==> src/asr_pkg.sv <==
/*
  Shared constants and types for the moded asynchronous serial block.
  Assumes a single pclk domain and an APB register bus with 32-bit data.
*/
package asr_pkg;
  // ----------------------------------------------------------------
  // Clock and timing
  // ----------------------------------------------------------------
  localparam int CLK_MHZ = 50;
  localparam logic [7:0] OSC_DEF_MHZ = 8'h04;
  localparam int US_PER_MS = 1000;
  localparam logic [13:0] BAUD_BIAS_US = 14'h0014;
  localparam int BAUD_W = 13;
  localparam int MB_PARITY = 13;
  localparam int MB_INV = 14;
  localparam logic [11:0] TX_US_2400 = 12'h1A1;
  localparam logic [11:0] TX_US_1200 = 12'h341;
  localparam logic [11:0] TX_US_9600 = 12'h068;
  localparam logic [11:0] TX_US_300 = 12'hD05;
  localparam logic [3:0] TX_LAST_BIT = 4'h9;
  localparam logic [2:0] RX_LAST_BIT = 3'h7;
  // ----------------------------------------------------------------
  // Register map (byte addresses)
  // ----------------------------------------------------------------
  localparam int ADDR_W = 8;
  localparam logic [7:0] A_RXMODE = 8'h00;
  localparam logic [7:0] A_RXCTRL = 8'h04;
  localparam logic [7:0] A_RXTMO = 8'h08;
  localparam logic [7:0] A_QUAL = 8'h0C;
  localparam logic [7:0] A_RXSTAT = 8'h10;
  localparam logic [7:0] A_RXVAL = 8'h14;
  localparam logic [7:0] A_TXCTRL = 8'h20;
  localparam logic [7:0] A_TXDATA = 8'h24;
  localparam logic [7:0] A_OSC = 8'h28;
  localparam logic [3:0] A_STR_HI = 4'h3;
  localparam logic [15:0] RXMODE_RST = 16'h0054;
  localparam logic [7:0] ASC_0 = 8'h30;
  localparam logic [7:0] ASC_1 = 8'h31;
  localparam logic [7:0] ASC_9 = 8'h39;
  localparam logic [7:0] ASC_UA = 8'h41;
  localparam logic [7:0] ASC_UF = 8'h46;
  localparam logic [7:0] ASC_LA = 8'h61;
  localparam logic [7:0] ASC_LF = 8'h66;
  localparam logic [7:0] HEX_U_OFS = 8'h37;
  localparam logic [7:0] HEX_L_OFS = 8'h57;
  // ----------------------------------------------------------------
  // Types
  // ----------------------------------------------------------------
  typedef enum logic [2:0] {
    IT_RAW = 3'h0, IT_SKIP = 3'h1, IT_STR = 3'h2,
    IT_BIN = 3'h3, IT_DEC = 3'h4, IT_HEX = 3'h5
  } asr_item_e;
  typedef struct packed {
    logic [2:0] qlen;
    logic perr_en;
    logic flow_en;
    logic term_en;
    logic [7:0] term;
    logic [3:0] cnt;
    logic [2:0] kind;
    logic start;
  } asr_rxctrl_s;
  typedef struct packed {
    logic [15:0] pace_us;
    logic dec_fmt;
    logic [3:0] mode;
  } asr_txctrl_s;
endpackage

==> src/asr_top.sv <==
/*
  Moded asynchronous serial receiver and simple transmitter with APB registers.
  Assumes pin inputs synchronous to pclk and a remote serial device on the pins.
*/
// Implementation choices: the placing of the registers and the APB register port.
// Overview of operation
// - Baud field is the low 13 mode bits.
// - Bit period equals baud field plus 20 us.
// - Mode bit 13 selects 7E1, else 8N1.
// - Mode bit 14 inverts data and flow pins.
// - Mode bit 15 never affects reception.
// - Data pin input, flow pin output when used.
// - Flow pin enabled before each received character.
// - Bad even parity aborts with parity exit.
// - No character within timeout ms aborts.
// - Qualifier mismatch restarts matching at first byte.
// - Qualifier string held in a byte array.
// - Skip item discards next n characters.
// - String item stores until count or terminator.
// - Plain item stores raw character code.
// - Numeric items parse digits, drop non-digits.
// - Digit count fixes digits consumed, else unlimited.
// - Microsecond timebase scales with oscillator setting.
// - Transmitter sends 8N1 with pin as output.
// - Mode code picks baud, polarity, drive style.
// - Raw byte or its decimal digits sent.
// - Optional pacing gap between characters in us.
// - Transmit pin becomes output at first send.
`timescale 1ns/1ps
module asr_top #(
  parameter int unsigned CYC_PER_US = asr_pkg::CLK_MHZ,
  parameter int STR_N = 16
) (
  input wire logic pclk,
  input wire logic presetn,
  input wire logic psel,
  input wire logic penable,
  input wire logic pwrite,
  input wire logic [asr_pkg::ADDR_W-1:0] paddr,
  input wire logic [31:0] pwdata,
  output logic [31:0] prdata,
  output logic pready,
  output logic pslverr,
  input wire logic serial_data_pin_i,
  output logic flow_control_pin_o,
  output logic flow_control_pin_oe_n,
  output logic tx_pin_o,
  output logic tx_pin_oe_n
);
  import asr_pkg::*;

  // ----------------------------------------------------------------
  // Decode helpers
  // ----------------------------------------------------------------
  // Returns {valid, value} for an ASCII digit of the item's radix.
  function automatic logic [4:0] asr_digit(input logic [7:0] c, input logic [2:0] k);
    logic [4:0] r;
    r = 5'h00;
    if (k == IT_BIN && (c == ASC_0 || c == ASC_1)) r = {1'b1, 4'(c - ASC_0)};
    if (k != IT_BIN && c >= ASC_0 && c <= ASC_9) r = {1'b1, 4'(c - ASC_0)};
    if (k == IT_HEX && c >= ASC_UA && c <= ASC_UF) r = {1'b1, 4'(c - HEX_U_OFS)};
    if (k == IT_HEX && c >= ASC_LA && c <= ASC_LF) r = {1'b1, 4'(c - HEX_L_OFS)};
    return r;
  endfunction

  // ----------------------------------------------------------------
  // Registers and state
  // ----------------------------------------------------------------
  typedef enum logic [3:0] {
    RB_IDLE = 4'b0001, RB_START = 4'b0010, RB_DATA = 4'b0100, RB_STOP = 4'b1000
  } asr_rxst_e;
  typedef enum logic [2:0] {
    TX_IDLE = 3'b001, TX_BITS = 3'b010, TX_PACE = 3'b100
  } asr_txst_e;

  logic [15:0] rx_mode_reg;
  asr_rxctrl_s rx_ctrl_reg;
  logic [15:0] rx_tmo_reg;
  logic [7:0] qual_reg [4];
  logic [7:0] str_reg [STR_N];
  asr_txctrl_s tx_ctrl_reg;
  logic [7:0] osc_reg;
  logic [31:0] rdata_next;
  logic slverr_next;
  logic [15:0] presc_reg;
  logic us_tick_reg;
  asr_rxst_e rxs_reg;
  logic [13:0] rx_us_reg;
  logic [2:0] rx_bit_reg;
  logic [7:0] rx_sh_reg;
  logic char_ev_reg;
  logic busy_reg, done_reg, perr_reg, tmo_reg;
  logic [2:0] qpos_reg;
  logic [3:0] left_reg;
  logic got_reg;
  logic [15:0] val_reg;
  logic [3:0] sidx_reg;
  logic [9:0] ms_us_reg;
  logic [15:0] ms_reg;
  asr_txst_e txs_reg;
  logic [9:0] tx_sh_reg;
  logic [3:0] tx_bit_reg;
  logic [15:0] tx_us_reg;
  logic [7:0] tx_val_reg;
  logic [1:0] tx_rem_reg;
  logic tx_dir_reg;

  // ----------------------------------------------------------------
  // APB slave
  // ----------------------------------------------------------------
  // One wait state lets read data and the error answer come from flops.
  logic acc, wr, rx_start, tx_go;
  assign acc = psel & penable & pready;
  assign wr = acc & pwrite;
  assign rx_start = wr && paddr == A_RXCTRL && pwdata[0] && !busy_reg;
  assign tx_go = wr && paddr == A_TXDATA && txs_reg == TX_IDLE && tx_rem_reg == 2'h0;

  // Read mux and unmapped-address detection.
  always_comb begin
    rdata_next = 32'h0000_0000;
    slverr_next = 1'b0;
    case (paddr)
      A_RXMODE: rdata_next = {16'h0000, rx_mode_reg};
      A_RXCTRL: rdata_next = 32'(rx_ctrl_reg);
      A_RXTMO: rdata_next = {16'h0000, rx_tmo_reg};
      A_QUAL: rdata_next = {qual_reg[3], qual_reg[2], qual_reg[1], qual_reg[0]};
      A_RXSTAT: rdata_next = {16'h0000, rx_sh_reg, 4'h0, tmo_reg, perr_reg, done_reg, busy_reg};
      A_RXVAL: rdata_next = {16'h0000, val_reg};
      A_TXCTRL: rdata_next = 32'(tx_ctrl_reg);
      A_TXDATA: rdata_next = {31'h0000_0000, txs_reg != TX_IDLE || tx_rem_reg != 2'h0};
      A_OSC: rdata_next = {24'h00_0000, osc_reg};
      default: begin
        if (paddr[7:4] == A_STR_HI && 32'(paddr[3:2]) * 4 < STR_N) begin
          for (int b = 0; b < 4; b++) begin
            rdata_next[b*8 +: 8] = str_reg[4 * paddr[3:2] + 2'(b)];
          end
        end else begin
          slverr_next = 1'b1;
        end
      end
    endcase
  end

  // Bus answer flops.
  always_ff @(posedge pclk or negedge presetn) begin
    if (!presetn) begin
      pready <= 1'b0;
      prdata <= 32'h0000_0000;
      pslverr <= 1'b0;
    end else begin
      pready <= psel & penable & !pready;
      if (psel & penable & !pready) begin
        prdata <= pwrite ? 32'h0000_0000 : rdata_next;
        pslverr <= slverr_next;
      end
    end
  end

  // Software-written configuration.
  always_ff @(posedge pclk or negedge presetn) begin
    if (!presetn) begin
      rx_mode_reg <= RXMODE_RST;
      rx_ctrl_reg <= '0;
      rx_tmo_reg <= 16'h0000;
      tx_ctrl_reg <= '0;
      osc_reg <= OSC_DEF_MHZ;
      for (int i = 0; i < 4; i++) qual_reg[i] <= 8'h00;
    end else if (wr) begin
      case (paddr)
        A_RXMODE: rx_mode_reg <= pwdata[15:0];
        A_RXCTRL: if (!busy_reg) rx_ctrl_reg <= {pwdata[21:1], 1'b0};
        A_RXTMO: rx_tmo_reg <= pwdata[15:0];
        A_QUAL: for (int i = 0; i < 4; i++) qual_reg[i] <= pwdata[i*8 +: 8];
        A_TXCTRL: tx_ctrl_reg <= pwdata[20:0];
        A_OSC: osc_reg <= pwdata[7:0];
        default: ;
      endcase
    end
  end

  // ----------------------------------------------------------------
  // Microsecond timebase
  // ----------------------------------------------------------------
  // The tick is free running, so every interval carries up to 1 us of phase error.
  logic [15:0] us_div;
  assign us_div = 16'((CYC_PER_US * osc_reg) / OSC_DEF_MHZ);

  always_ff @(posedge pclk or negedge presetn) begin
    if (!presetn) begin
      presc_reg <= 16'h0000;
      us_tick_reg <= 1'b0;
    end else begin
      us_tick_reg <= presc_reg + 16'h0001 >= us_div;
      presc_reg <= (presc_reg + 16'h0001 >= us_div) ? 16'h0000 : presc_reg + 16'h0001;
    end
  end

  // ----------------------------------------------------------------
  // Receiver bit engine
  // ----------------------------------------------------------------
  logic inv, par_mode, line;
  logic [13:0] bit_us;
  assign inv = rx_mode_reg[MB_INV];
  assign par_mode = rx_mode_reg[MB_PARITY];
  assign line = serial_data_pin_i ^ inv;
  assign bit_us = {1'b0, rx_mode_reg[BAUD_W-1:0]} + BAUD_BIAS_US;

  // Start detect, mid-bit check, eight samples (7E1 also has eight), stop.
  always_ff @(posedge pclk or negedge presetn) begin
    if (!presetn) begin
      rxs_reg <= RB_IDLE;
      rx_us_reg <= 14'h0000;
      rx_bit_reg <= 3'h0;
      rx_sh_reg <= 8'h00;
      char_ev_reg <= 1'b0;
    end else begin
      char_ev_reg <= 1'b0;
      if (!busy_reg) begin
        rxs_reg <= RB_IDLE;
      end else begin
        case (rxs_reg)
          RB_IDLE: begin
            rx_us_reg <= 14'h0000;
            if (!line) rxs_reg <= RB_START;
          end
          RB_START: if (us_tick_reg) begin
            rx_us_reg <= rx_us_reg + 14'h0001;
            if (rx_us_reg + 14'h0001 >= bit_us >> 1) begin
              rx_us_reg <= 14'h0000;
              rx_bit_reg <= 3'h0;
              rxs_reg <= line ? RB_IDLE : RB_DATA;
            end
          end
          RB_DATA, RB_STOP: if (us_tick_reg) begin
            rx_us_reg <= rx_us_reg + 14'h0001;
            if (rx_us_reg + 14'h0001 >= bit_us) begin
              rx_us_reg <= 14'h0000;
              if (rxs_reg == RB_STOP) begin
                char_ev_reg <= 1'b1;
                rxs_reg <= RB_IDLE;
              end else begin
                rx_sh_reg <= {line, rx_sh_reg[7:1]};
                rx_bit_reg <= rx_bit_reg + 3'h1;
                if (rx_bit_reg == RX_LAST_BIT) rxs_reg <= RB_STOP;
              end
            end
          end
          default: rxs_reg <= RB_IDLE;
        endcase
      end
    end
  end

  // ----------------------------------------------------------------
  // Receiver item engine
  // ----------------------------------------------------------------
  logic [7:0] c;
  logic par_bad, tmo_hit;
  logic [4:0] dg;
  logic [15:0] scaled;
  assign c = par_mode ? {1'b0, rx_sh_reg[6:0]} : rx_sh_reg;
  assign par_bad = par_mode & ^rx_sh_reg;
  assign tmo_hit = busy_reg && rx_tmo_reg != 16'h0000 && ms_reg >= rx_tmo_reg;
  assign dg = asr_digit(c, rx_ctrl_reg.kind);
  assign scaled = rx_ctrl_reg.kind == IT_BIN ? val_reg << 1 :
                  rx_ctrl_reg.kind == IT_HEX ? val_reg << 4 :
                  (val_reg << 3) + (val_reg << 1);

  // Millisecond timeout counter, restarted by every received character.
  always_ff @(posedge pclk or negedge presetn) begin
    if (!presetn) begin
      ms_us_reg <= 10'h000;
      ms_reg <= 16'h0000;
    end else if (!busy_reg || char_ev_reg) begin
      ms_us_reg <= 10'h000;
      ms_reg <= 16'h0000;
    end else if (us_tick_reg) begin
      ms_us_reg <= (32'(ms_us_reg) == US_PER_MS - 1) ? 10'h000 : ms_us_reg + 10'h001;
      if (32'(ms_us_reg) == US_PER_MS - 1) ms_reg <= ms_reg + 16'h0001;
    end
  end

  // Qualifier matching, then one data item per operation.
  always_ff @(posedge pclk or negedge presetn) begin
    if (!presetn) begin
      busy_reg <= 1'b0;
      done_reg <= 1'b0;
      perr_reg <= 1'b0;
      tmo_reg <= 1'b0;
      qpos_reg <= 3'h0;
      left_reg <= 4'h0;
      got_reg <= 1'b0;
      val_reg <= 16'h0000;
      sidx_reg <= 4'h0;
      for (int i = 0; i < STR_N; i++) str_reg[i] <= 8'h00;
    end else if (rx_start) begin
      busy_reg <= 1'b1;
      {done_reg, perr_reg, tmo_reg, got_reg} <= 4'h0;
      qpos_reg <= 3'h0;
      left_reg <= pwdata[7:4];
      val_reg <= 16'h0000;
      sidx_reg <= 4'h0;
    end else if (busy_reg && char_ev_reg) begin
      if (rx_ctrl_reg.perr_en && par_bad) begin
        busy_reg <= 1'b0;
        perr_reg <= 1'b1;
      end else if (qpos_reg < rx_ctrl_reg.qlen) begin
        qpos_reg <= (c == qual_reg[qpos_reg[1:0]]) ? qpos_reg + 3'h1 : 3'h0;
      end else begin
        case (rx_ctrl_reg.kind)
          IT_RAW: begin
            val_reg <= {8'h00, c};
            {busy_reg, done_reg} <= 2'b01;
          end
          IT_SKIP: begin
            left_reg <= left_reg - 4'h1;
            if (left_reg == 4'h1) {busy_reg, done_reg} <= 2'b01;
          end
          IT_STR: begin
            if (rx_ctrl_reg.term_en && c == rx_ctrl_reg.term) begin
              {busy_reg, done_reg} <= 2'b01;
            end else begin
              str_reg[sidx_reg] <= c;
              sidx_reg <= sidx_reg + 4'h1;
              left_reg <= left_reg - 4'h1;
              if (left_reg == 4'h1) {busy_reg, done_reg} <= 2'b01;
            end
          end
          default: begin
            if (dg[4]) begin
              val_reg <= scaled + {12'h000, dg[3:0]};
              got_reg <= 1'b1;
              left_reg <= left_reg - 4'h1;
              if (rx_ctrl_reg.cnt != 4'h0 && left_reg == 4'h1) begin
                {busy_reg, done_reg} <= 2'b01;
              end
            end else if (got_reg) begin
              {busy_reg, done_reg} <= 2'b01;
            end
          end
        endcase
      end
    end else if (tmo_hit) begin
      busy_reg <= 1'b0;
      tmo_reg <= 1'b1;
    end
  end

  // Flow pin shows the enabled level only while waiting for a start bit.
  always_ff @(posedge pclk or negedge presetn) begin
    if (!presetn) begin
      flow_control_pin_o <= 1'b0;
      flow_control_pin_oe_n <= 1'b1;
    end else begin
      flow_control_pin_oe_n <= !(busy_reg && rx_ctrl_reg.flow_en);
      flow_control_pin_o <= (busy_reg && rxs_reg == RB_IDLE) ^ inv;
    end
  end

  // ----------------------------------------------------------------
  // Transmitter
  // ----------------------------------------------------------------
  logic [11:0] tx_bit_us;
  logic tx_inv, tx_open, tx_lvl;
  logic [7:0] tx_ch;
  assign tx_inv = tx_ctrl_reg.mode[2];
  assign tx_open = tx_ctrl_reg.mode[3];
  always_comb begin
    case (tx_ctrl_reg.mode[1:0])
      2'h0: tx_bit_us = TX_US_2400;
      2'h1: tx_bit_us = TX_US_1200;
      2'h2: tx_bit_us = TX_US_9600;
      default: tx_bit_us = TX_US_300;
    endcase
    // Decimal digits go out most significant first, without leading zeros.
    case (tx_rem_reg)
      2'h3: tx_ch = ASC_0 + tx_val_reg / 8'h64;
      2'h2: tx_ch = ASC_0 + (tx_val_reg / 8'h0A) % 8'h0A;
      default: tx_ch = tx_ctrl_reg.dec_fmt ? ASC_0 + tx_val_reg % 8'h0A : tx_val_reg;
    endcase
  end
  assign tx_lvl = (txs_reg == TX_BITS ? tx_sh_reg[0] : 1'b1) ^ tx_inv;

  // Frame sequencer: pending characters, bit shifting and pacing gap.
  always_ff @(posedge pclk or negedge presetn) begin
    if (!presetn) begin
      txs_reg <= TX_IDLE;
      tx_sh_reg <= 10'h3FF;
      tx_bit_reg <= 4'h0;
      tx_us_reg <= 16'h0000;
      tx_val_reg <= 8'h00;
      tx_rem_reg <= 2'h0;
      tx_dir_reg <= 1'b0;
    end else begin
      case (txs_reg)
        TX_IDLE: begin
          if (tx_go) begin
            tx_val_reg <= pwdata[7:0];
            tx_rem_reg <= !tx_ctrl_reg.dec_fmt ? 2'h1 : pwdata[7:0] >= 8'h64 ? 2'h3 :
                          pwdata[7:0] >= 8'h0A ? 2'h2 : 2'h1;
          end else if (tx_rem_reg != 2'h0) begin
            tx_sh_reg <= {1'b1, tx_ch, 1'b0};
            tx_bit_reg <= 4'h0;
            tx_us_reg <= 16'h0000;
            tx_dir_reg <= 1'b1;
            txs_reg <= TX_BITS;
          end
        end
        TX_BITS: if (us_tick_reg) begin
          tx_us_reg <= tx_us_reg + 16'h0001;
          if (tx_us_reg + 16'h0001 >= {4'h0, tx_bit_us}) begin
            tx_us_reg <= 16'h0000;
            tx_sh_reg <= {1'b1, tx_sh_reg[9:1]};
            tx_bit_reg <= tx_bit_reg + 4'h1;
            if (tx_bit_reg == TX_LAST_BIT) begin
              tx_rem_reg <= tx_rem_reg - 2'h1;
              txs_reg <= tx_ctrl_reg.pace_us != 16'h0000 ? TX_PACE : TX_IDLE;
            end
          end
        end
        TX_PACE: if (us_tick_reg) begin
          tx_us_reg <= tx_us_reg + 16'h0001;
          if (tx_us_reg + 16'h0001 >= tx_ctrl_reg.pace_us) txs_reg <= TX_IDLE;
        end
        default: txs_reg <= TX_IDLE;
      endcase
    end
  end

  // Pin drive: open modes release the pin for the level equal to idle.
  always_ff @(posedge pclk or negedge presetn) begin
    if (!presetn) begin
      tx_pin_o <= 1'b0;
      tx_pin_oe_n <= 1'b1;
    end else begin
      tx_pin_o <= tx_lvl;
      tx_pin_oe_n <= !tx_dir_reg || (tx_open && tx_lvl != tx_inv);
    end
  end
endmodule

==> config.mk <==
export PLATFORM = sky130hd
export DESIGN_NAME = asr_top
export DESIGN_NICKNAME = d
export VERILOG_FILES = /design/src/asr_pkg.sv /design/src/asr_top.sv
export SDC_FILE = /design/constraint.sdc
export NUM_CORES = 1
export LEC_CHECK = 0
export BUFFER_PORTS_ARGS = -buffer_cell sky130_fd_sc_hd__buf_2
export CELL_PAD_IN_SITES_DETAIL_PLACEMENT = 1
export CELL_PAD_IN_SITES_GLOBAL_PLACEMENT = 1
export CORE_MARGIN = 2
export CORE_UTILIZATION = 40
export DETAILED_ROUTE_END_ITERATION = 8
export PLACE_DENSITY_LB_ADDON = 0.1
export RECOVER_POWER = 25
export SLEW_MARGIN = 5
export SYNTH_ARGS = -nofsm -noshare
export SYNTH_HDL_FRONTEND = slang
export SYNTH_SLANG_ARGS = --single-unit
==> constraint.sdc <==
create_clock -name pclk -period 5.9 [get_ports pclk]
set_input_delay 0 -clock pclk [delete_from_list [all_inputs] [get_ports pclk]]
set_output_delay 0 -clock pclk [all_outputs]
set_load 0.03 [all_outputs]
* Word-level counts from Yosys, hierarchy flattened
Index checks and enable logic that the tools add are counted.
** Storage, ports and cells
- Logic and storage cells :: 448
- Flip-flop bits (word level) :: 429
- Output and inout bits :: 38
- Input bits :: 46
** Operators by class
- Equal/unequal tests :: 66
- Reduce and logical (&&, ||, !) cells :: 88
- Bitwise operators :: 21
- Div/mod/pow operators :: 4
- Add/sub/neg operators :: 23
- Multiplexer cells :: 157
- $mul :: 1
- $lt $le $gt $ge :: 23
** Operator list (number)
- $pmux W32 S9 :: 1
- $mux W16 :: 16
- $ge A33 B5 Y1 const B :: 4
- $bmux W8 S4 :: 4
- $bwmux W128 :: 1
- $mux W8 :: 13
- $not A5 Y33 :: 3
- $mux W4 :: 24
- $mux W10 :: 7
- $mux W32 :: 2
- $mux W3 :: 19
- $mux W14 :: 4
- $add A16 B1 Y16 const B :: 3
- $pmux W16 S3 :: 1
- $pmux W14 S3 :: 1
- $eq A8 B6 Y1 const B :: 5
- $reduce_and A5 Y1 :: 8
- $mux W1 :: 39
- $pmux W12 S3 :: 1
- $not A4 Y33 :: 1
- $demux W8 S4 :: 1
- $ge A16 B12 Y1 :: 2
- $ge A16 B16 Y1 :: 2
- $pmux W16 S2 :: 1
- other kinds (89) :: 220

* Depth between registers and ports, before layout
- Depth after elaboration :: 15
- Depth in mapped cells :: 20
- Gate-level depth less buffers :: 19

* Least setup slack after synthesis
OpenSTA, ideal clock, no wires.
- Path kind :: reg2reg
- Start point :: register osc_reg[2]
- End point :: register presc_reg[10]
- Required time :: 5768 ps
- Clock period less this slack :: 4070 ps
- Library setup time :: 132 ps
- Stages on the path, launching flop included :: 20
- Path slack :: 1830 ps
- Arrival time :: 3938 ps
- Cell sequence :: dfstp_2 ha_1 ha_1 inv_1 fa_1 inv_1 ha_1 nor2b_1 o21ai_0 a21oi_1 o21ai_0 nand2b_1 a21o_1 a21oi_1 xor2_1 ha_1 nand4_1 o211ai_1 clkbuf_1 nor2b_1
** On the way
- Longest elaborated chain between the ends :: 3
** Ends and longest elaborated chain
- from (decl) :: RTL line asr_top.sv:82 : logic [7:0] osc_reg;
- from (signal assigned) :: RTL line asr_top.sv:175 : A_OSC: osc_reg <= pwdata[7:0];
- $mul A5 B8 Y13 :: RTL line asr_top.sv:186 : assign us_div = 16'((CYC_PER_US * osc_reg) / OSC_DEF_MHZ);
- $ge A16 B12 Y1 :: RTL line asr_top.sv:194 : presc_reg <= (presc_reg + 16'h0001 >= us_div) ? 16'h0000 : presc_reg + 16'h0001;
- $mux W16 :: RTL line asr_top.sv:194
- to (signal assigned) :: RTL line asr_top.sv:194
- to (decl) :: RTL line asr_top.sv:85 : logic [15:0] presc_reg;
No other way between the ends.
A chain may end at the register's enable or synchronous reset.

* Worst setup path after layout
- Start point :: register rx_sh_reg[4]
- End point :: register str_reg[6] in the netlist's numbering
** On the way
- Longest elaborated chain between the ends :: 5
- Elaborated cells between the ends (all ways) :: 9
** Ends and longest elaborated chain
- from (decl) :: RTL line asr_top.sv:90 : logic [7:0] rx_sh_reg;
- from (signal assigned) :: RTL line asr_top.sv:242 : rx_sh_reg <= {line, rx_sh_reg[7:1]};
- $mux W8 or $reduce_xor A8 Y1 (tied branches) :: RTL line asr_top.sv:261, asr_top.sv:262
- $eq A8 B8 Y1 or $and A1 B1 Y1 (tied branches) :: RTL line asr_top.sv:320, asr_top.sv:262
- $logic_and A1 B1 Y1 (on tied branches) :: RTL line asr_top.sv:320, asr_top.sv:304
- $not A1 Y1 (no source line)
- $reduce_and A6 Y1 (no source line) *
- to (signal, indexed assignment) :: RTL line asr_top.sv:323 : str_reg[sidx_reg] <= c;
- to (decl) :: RTL line asr_top.sv:80 : logic [7:0] str_reg [STR_N];
Every way passes the cells marked *; elsewhere a longest branch is shown, timed or not.

==> flow_summary.yaml <==
synth:
  synth_cells: 2535
  post-synth-top-area-fraction_pct: 40.88
  leading_cell_type_by_number_of_instances_after_synthesis: "sky130_fd_sc_hd__dfrtp_1"
  synth_top_cells_by_area: "sky130_fd_sc_hd__dfrtp_1 (41%), sky130_fd_sc_hd__ha_1 (8.3%), sky130_fd_sc_hd__mux2_2 (6.2%)"
  synth_commonest_cells: "sky130_fd_sc_hd__dfrtp_1 (411), sky130_fd_sc_hd__nand2_1 (309), sky130_fd_sc_hd__o21ai_0 (256)"
  avgSynthCellArea_um2: 9.926
  proportion_of_synthesized_area_in_mux_cells_pct: 10.58
  post_synth_edffs: 0
  synthesized_area_fraction_occupied_by_ao_oa_aoi_and_oai_cells_pct: 15.86
  yosys_register_bits: 428
  synthDominantAreaCellType: "sky130_fd_sc_hd__dfrtp_1"
  yosysWarningCount: 0
  ys_types: 88
  post_synth_fa_ha_maj_area_fraction_pct: 8.702
  postSynth.asyncResetShare_pct: 100.0
  postSynth.topFlopCell: "sky130_fd_sc_hd__dfrtp_1"
  yosys.area_share.xor_xnor_pct: 4.630
  syn-cell-area_mm2: 0.02516
  seq_area_frac_synth_pct: 42.65
  synth_simple_gate_area_share_pct: 13.55
  synth_top_family_by_area: "compound AO/OA/AOI/OAI gates"
clocking:
  cts.sink_count: 428
  tritoncts.num_buffers: 50
  cts_tree: "done"
  post-cts-setup-buffer-count: 0
  cts-root-to-sink-buffers: 3
  cts_max_level: 2
  clk_transition_reported_paths_ns: 0.06
  clock_latency_ns: 0.64
  post_cts_resize_count: 0
  clock-root-buffer: "sky130_fd_sc_hd__clkbuf_16"
detailed_routing:
  drc_errors: 0
  via_per_inst: 5.771
  drtIter0Drc: 1461
  detail_route.wl_per_cell_um: 23.74
  dr_pass1_iterations: 5
  drt-total-wl_um: 82690
  antenna_viol_nets_final: 0
  detailroute.via_count: 20110
power_and_ir_drop:
  combinational_group_share_of_total_power_pct: 12.1
  share_seq_of_total_power_pct: 42.2
  pwr-share-clk_pct: 45.8
  switching_power_mw: 2.075
  static-leakage-power_nw: 12.93
  internal-power_mw: 5.343
  worst_ir_drop_vdd_mv: 0.2168
  switching_share_of_power_pct: 27.97
  power_density_mw_per_mm2: 260.4
worst_setup_path:
  critPathLaunch: "rx_sh_reg[4]"
  critPathMostFrequentCell: "sky130_fd_sc_hd__xnor2_1"
  path_max_fanout: 21
  cp_data_arrival_time_ns: 5.37
  worst-setup-path-type: "flop to flop"
  end_kind: "flop"
  critical-path-slowest-cell: "sky130_fd_sc_hd__nor4_4"
  worst_ep_required_time_ns: 6.43
  timing.critical_path.cells: "clkinv_1 -> ha_1 -> xnor2_1 -> xnor2_1 -> xnor2_1 -> and3_1 -> or3_1 -> nor4_4 -> and2_0 -> nand3_1 -> mux2_2"
  r2r_start: "rx_sh_reg[4]"
  worst_path_dominant_cell_family: "simple AND/OR/NAND/NOR gates"
  worst_setup_path_start_kind: "flop"
  critPathMaxStageDelay_ns: 0.74
  buffers_plus_inverters_on_the_worst_setup_path: 1
grt:
  via_count_of_the_first_global_routing_pass: 21120
  wire_length_of_the_first_global_routing_pass_um: 129100
  global_route.usage.total_pct: 26.00
  antenna_found_initial: 1
  grt_start_max_net_pins: 136
  globalRoute.totalOverflow: 0
run_status:
  failed_checks: "hold timing, capacitance limit, slew limit"
  status: "finished, violations left"
placement:
  hpwlAfterDp_um: 59580
  placement.io_buffers: 83
  gp_congestion: 0.8865
  detailedPlace.worstSlack_ns: 1.088
job:
  cap_violations: 2
floorplan:
  ios: 84
  core_area_mm2: 0.06194
  floorplan_row_count: 91
  floorplan.initialDensity_pct: 40.62
  die_height_um: 254.8
  die_w_um: 254.8
  dieArea_mm2: 0.06493
min_path:
  path_category_of_the_worst_min_delay_check: "input pin to asynchronous set/reset pin"
timing:
  post-route-period-util_pct: 82.04
  fmaxAchievable_ghz: 0.2066
  postLayoutSetupSlackWorst_ns: 1.060
  tightestPinTransition_ns: 3.426
  setup_repair_after_global_routing_missed_its_margin: "false"
  hold-worst-slack_ns: -0.01097
  timing.clock.skew_ns: 0.03743
  relSlewSlack_pct: -128.4
  finalCriticalPeriod_ns: 4.840
  final.setup.tns_ns: 0
  finalSetupViolations: 0
  final_max_slew_viol_count: 261
  finalHoldViolations: 4
layout:
  relative_area_change_from_synthesis_to_final_layout_pct: 13.23
  drive_above_1_share_pct: 14.63
  final_util_pct: 46.00
  largest_register_ffs: 128
  net_count_of_the_finished_layout: 2824
metal layers:
metal | global-route usage (%) | up-vias | wire length, um
li1 | - | 9223 | -
met1 | 35.53 | 10390 | 37640
met2 | 43.51 | 380 | 39710
met3 | 3.307 | 116 | 3271
met4 | 7.018 | 0 | 2072
met5 | 0 | - | 0
power groups by stage:
stage / clock (mW) / sequential [mW] / combinational, mW
final: 3.40 / 3.13 / 0.894
after global routing: 3.58 / 3.14 / 0.995
after CTS: 3.46 / 3.12 / 0.906
after detailed placement: 0 / 3.17 / 0.878
after global placement: 0 / 3.17 / 0.860
after floorplan: 0 / 3.14 / 0.555
logic make-up after synthesis:
| group | Yosys count |
|---|---|
| other | 2 |
| buffers and inverters | 256 |
| adders and majority gates | 172 |
| and+or+nand+nor | 729 |
| AOI/OAI and AO/OA | 617 |
| DFF | 428 |
| muxes | 198 |
| xor gates and xnor gates | 133 |
through the flow:
step	instances	total power, mW	cell area [um2]	hold WS (ns)
2_1_floorplan	2539	3.692	25180	-0.2956
3_3_place_gp	3354	4.031	26380	0.1174
3_5_place_dp	3354	4.053	26380	0.1211
4_1_cts	3483	7.488	28570	0.004070
5_1_grt	3483	7.713	28490	0.06975
6_report	3484	7.418	28490	-0.01097
area by class of cell:
class                           instances  area [um2]
Antenna cell                            1       2.502
Tap cell                              837        1047
Sequential cell                       428       10730
Multi-Input combinational cell       1855       13460
Clock buffer                           69        1453
Timing Repair Buffer                  154        1001
Fill cell                            6935       33450
Inverter                              117       439.2
Clock inverter                         23       359.1
cell usage in the layout, fill, tap and decap left out, types with 13 or more instances in the layout:
cell type / count
sky130_fd_sc_hd__nor4_1: 21
sky130_fd_sc_hd__nand2b_1: 24
sky130_fd_sc_hd__a22oi_1: 31
sky130_fd_sc_hd__nand3_1: 70
sky130_fd_sc_hd__nor3_1: 45
sky130_fd_sc_hd__xnor2_1: 76
sky130_fd_sc_hd__dfrtp_1: 411
sky130_fd_sc_hd__and3_1: 20
sky130_fd_sc_hd__nand4_1: 33
sky130_fd_sc_hd__nor2_1: 123
sky130_fd_sc_hd__o21ai_0: 256
sky130_fd_sc_hd__a32o_1: 14
sky130_fd_sc_hd__a22o_1: 35
sky130_fd_sc_hd__dfstp_2: 17
sky130_fd_sc_hd__xor2_1: 57
sky130_fd_sc_hd__ha_1: 167
sky130_fd_sc_hd__a21o_1: 47
sky130_fd_sc_hd__clkbuf_1: 44
sky130_fd_sc_hd__clkbuf_16: 50
sky130_fd_sc_hd__nor2b_1: 28
sky130_fd_sc_hd__mux2_2: 138
sky130_fd_sc_hd__a221oi_1: 22
sky130_fd_sc_hd__dlygate4sd3_1: 37
sky130_fd_sc_hd__mux2i_1: 17
sky130_fd_sc_hd__buf_2: 43
sky130_fd_sc_hd__a21oi_1: 92
sky130_fd_sc_hd__mux4_2: 40
sky130_fd_sc_hd__clkbuf_8: 13
sky130_fd_sc_hd__nand2_1: 309
sky130_fd_sc_hd__inv_1: 114
sky130_fd_sc_hd__buf_4: 33
path summary, 6_finish.rpt:
kind | slack (ns) | depth (start not counted) | endpoint
worst max-delay path | 1.06 | 11 | str_reg[6]
worst min-delay path | -0.01 | 2 | rx_us_reg[7]
worst max register to register | 1.06 | 11 | str_reg[6]
worst min register to register | 0.39 | 1 | tx_pin_oe_n
max in group asynchronous | 1.99 | 3 | prdata[24]
min in group pclk | 0.07 | 4 | prdata[0]
repair_timing:
action                                  4_1_cts  5_1_grt
endpoints found under the setup margin        0        0
hold buffers                                 37        0
hold endpoints to repair                    233        0
Power figures use the tool's default switching activity.
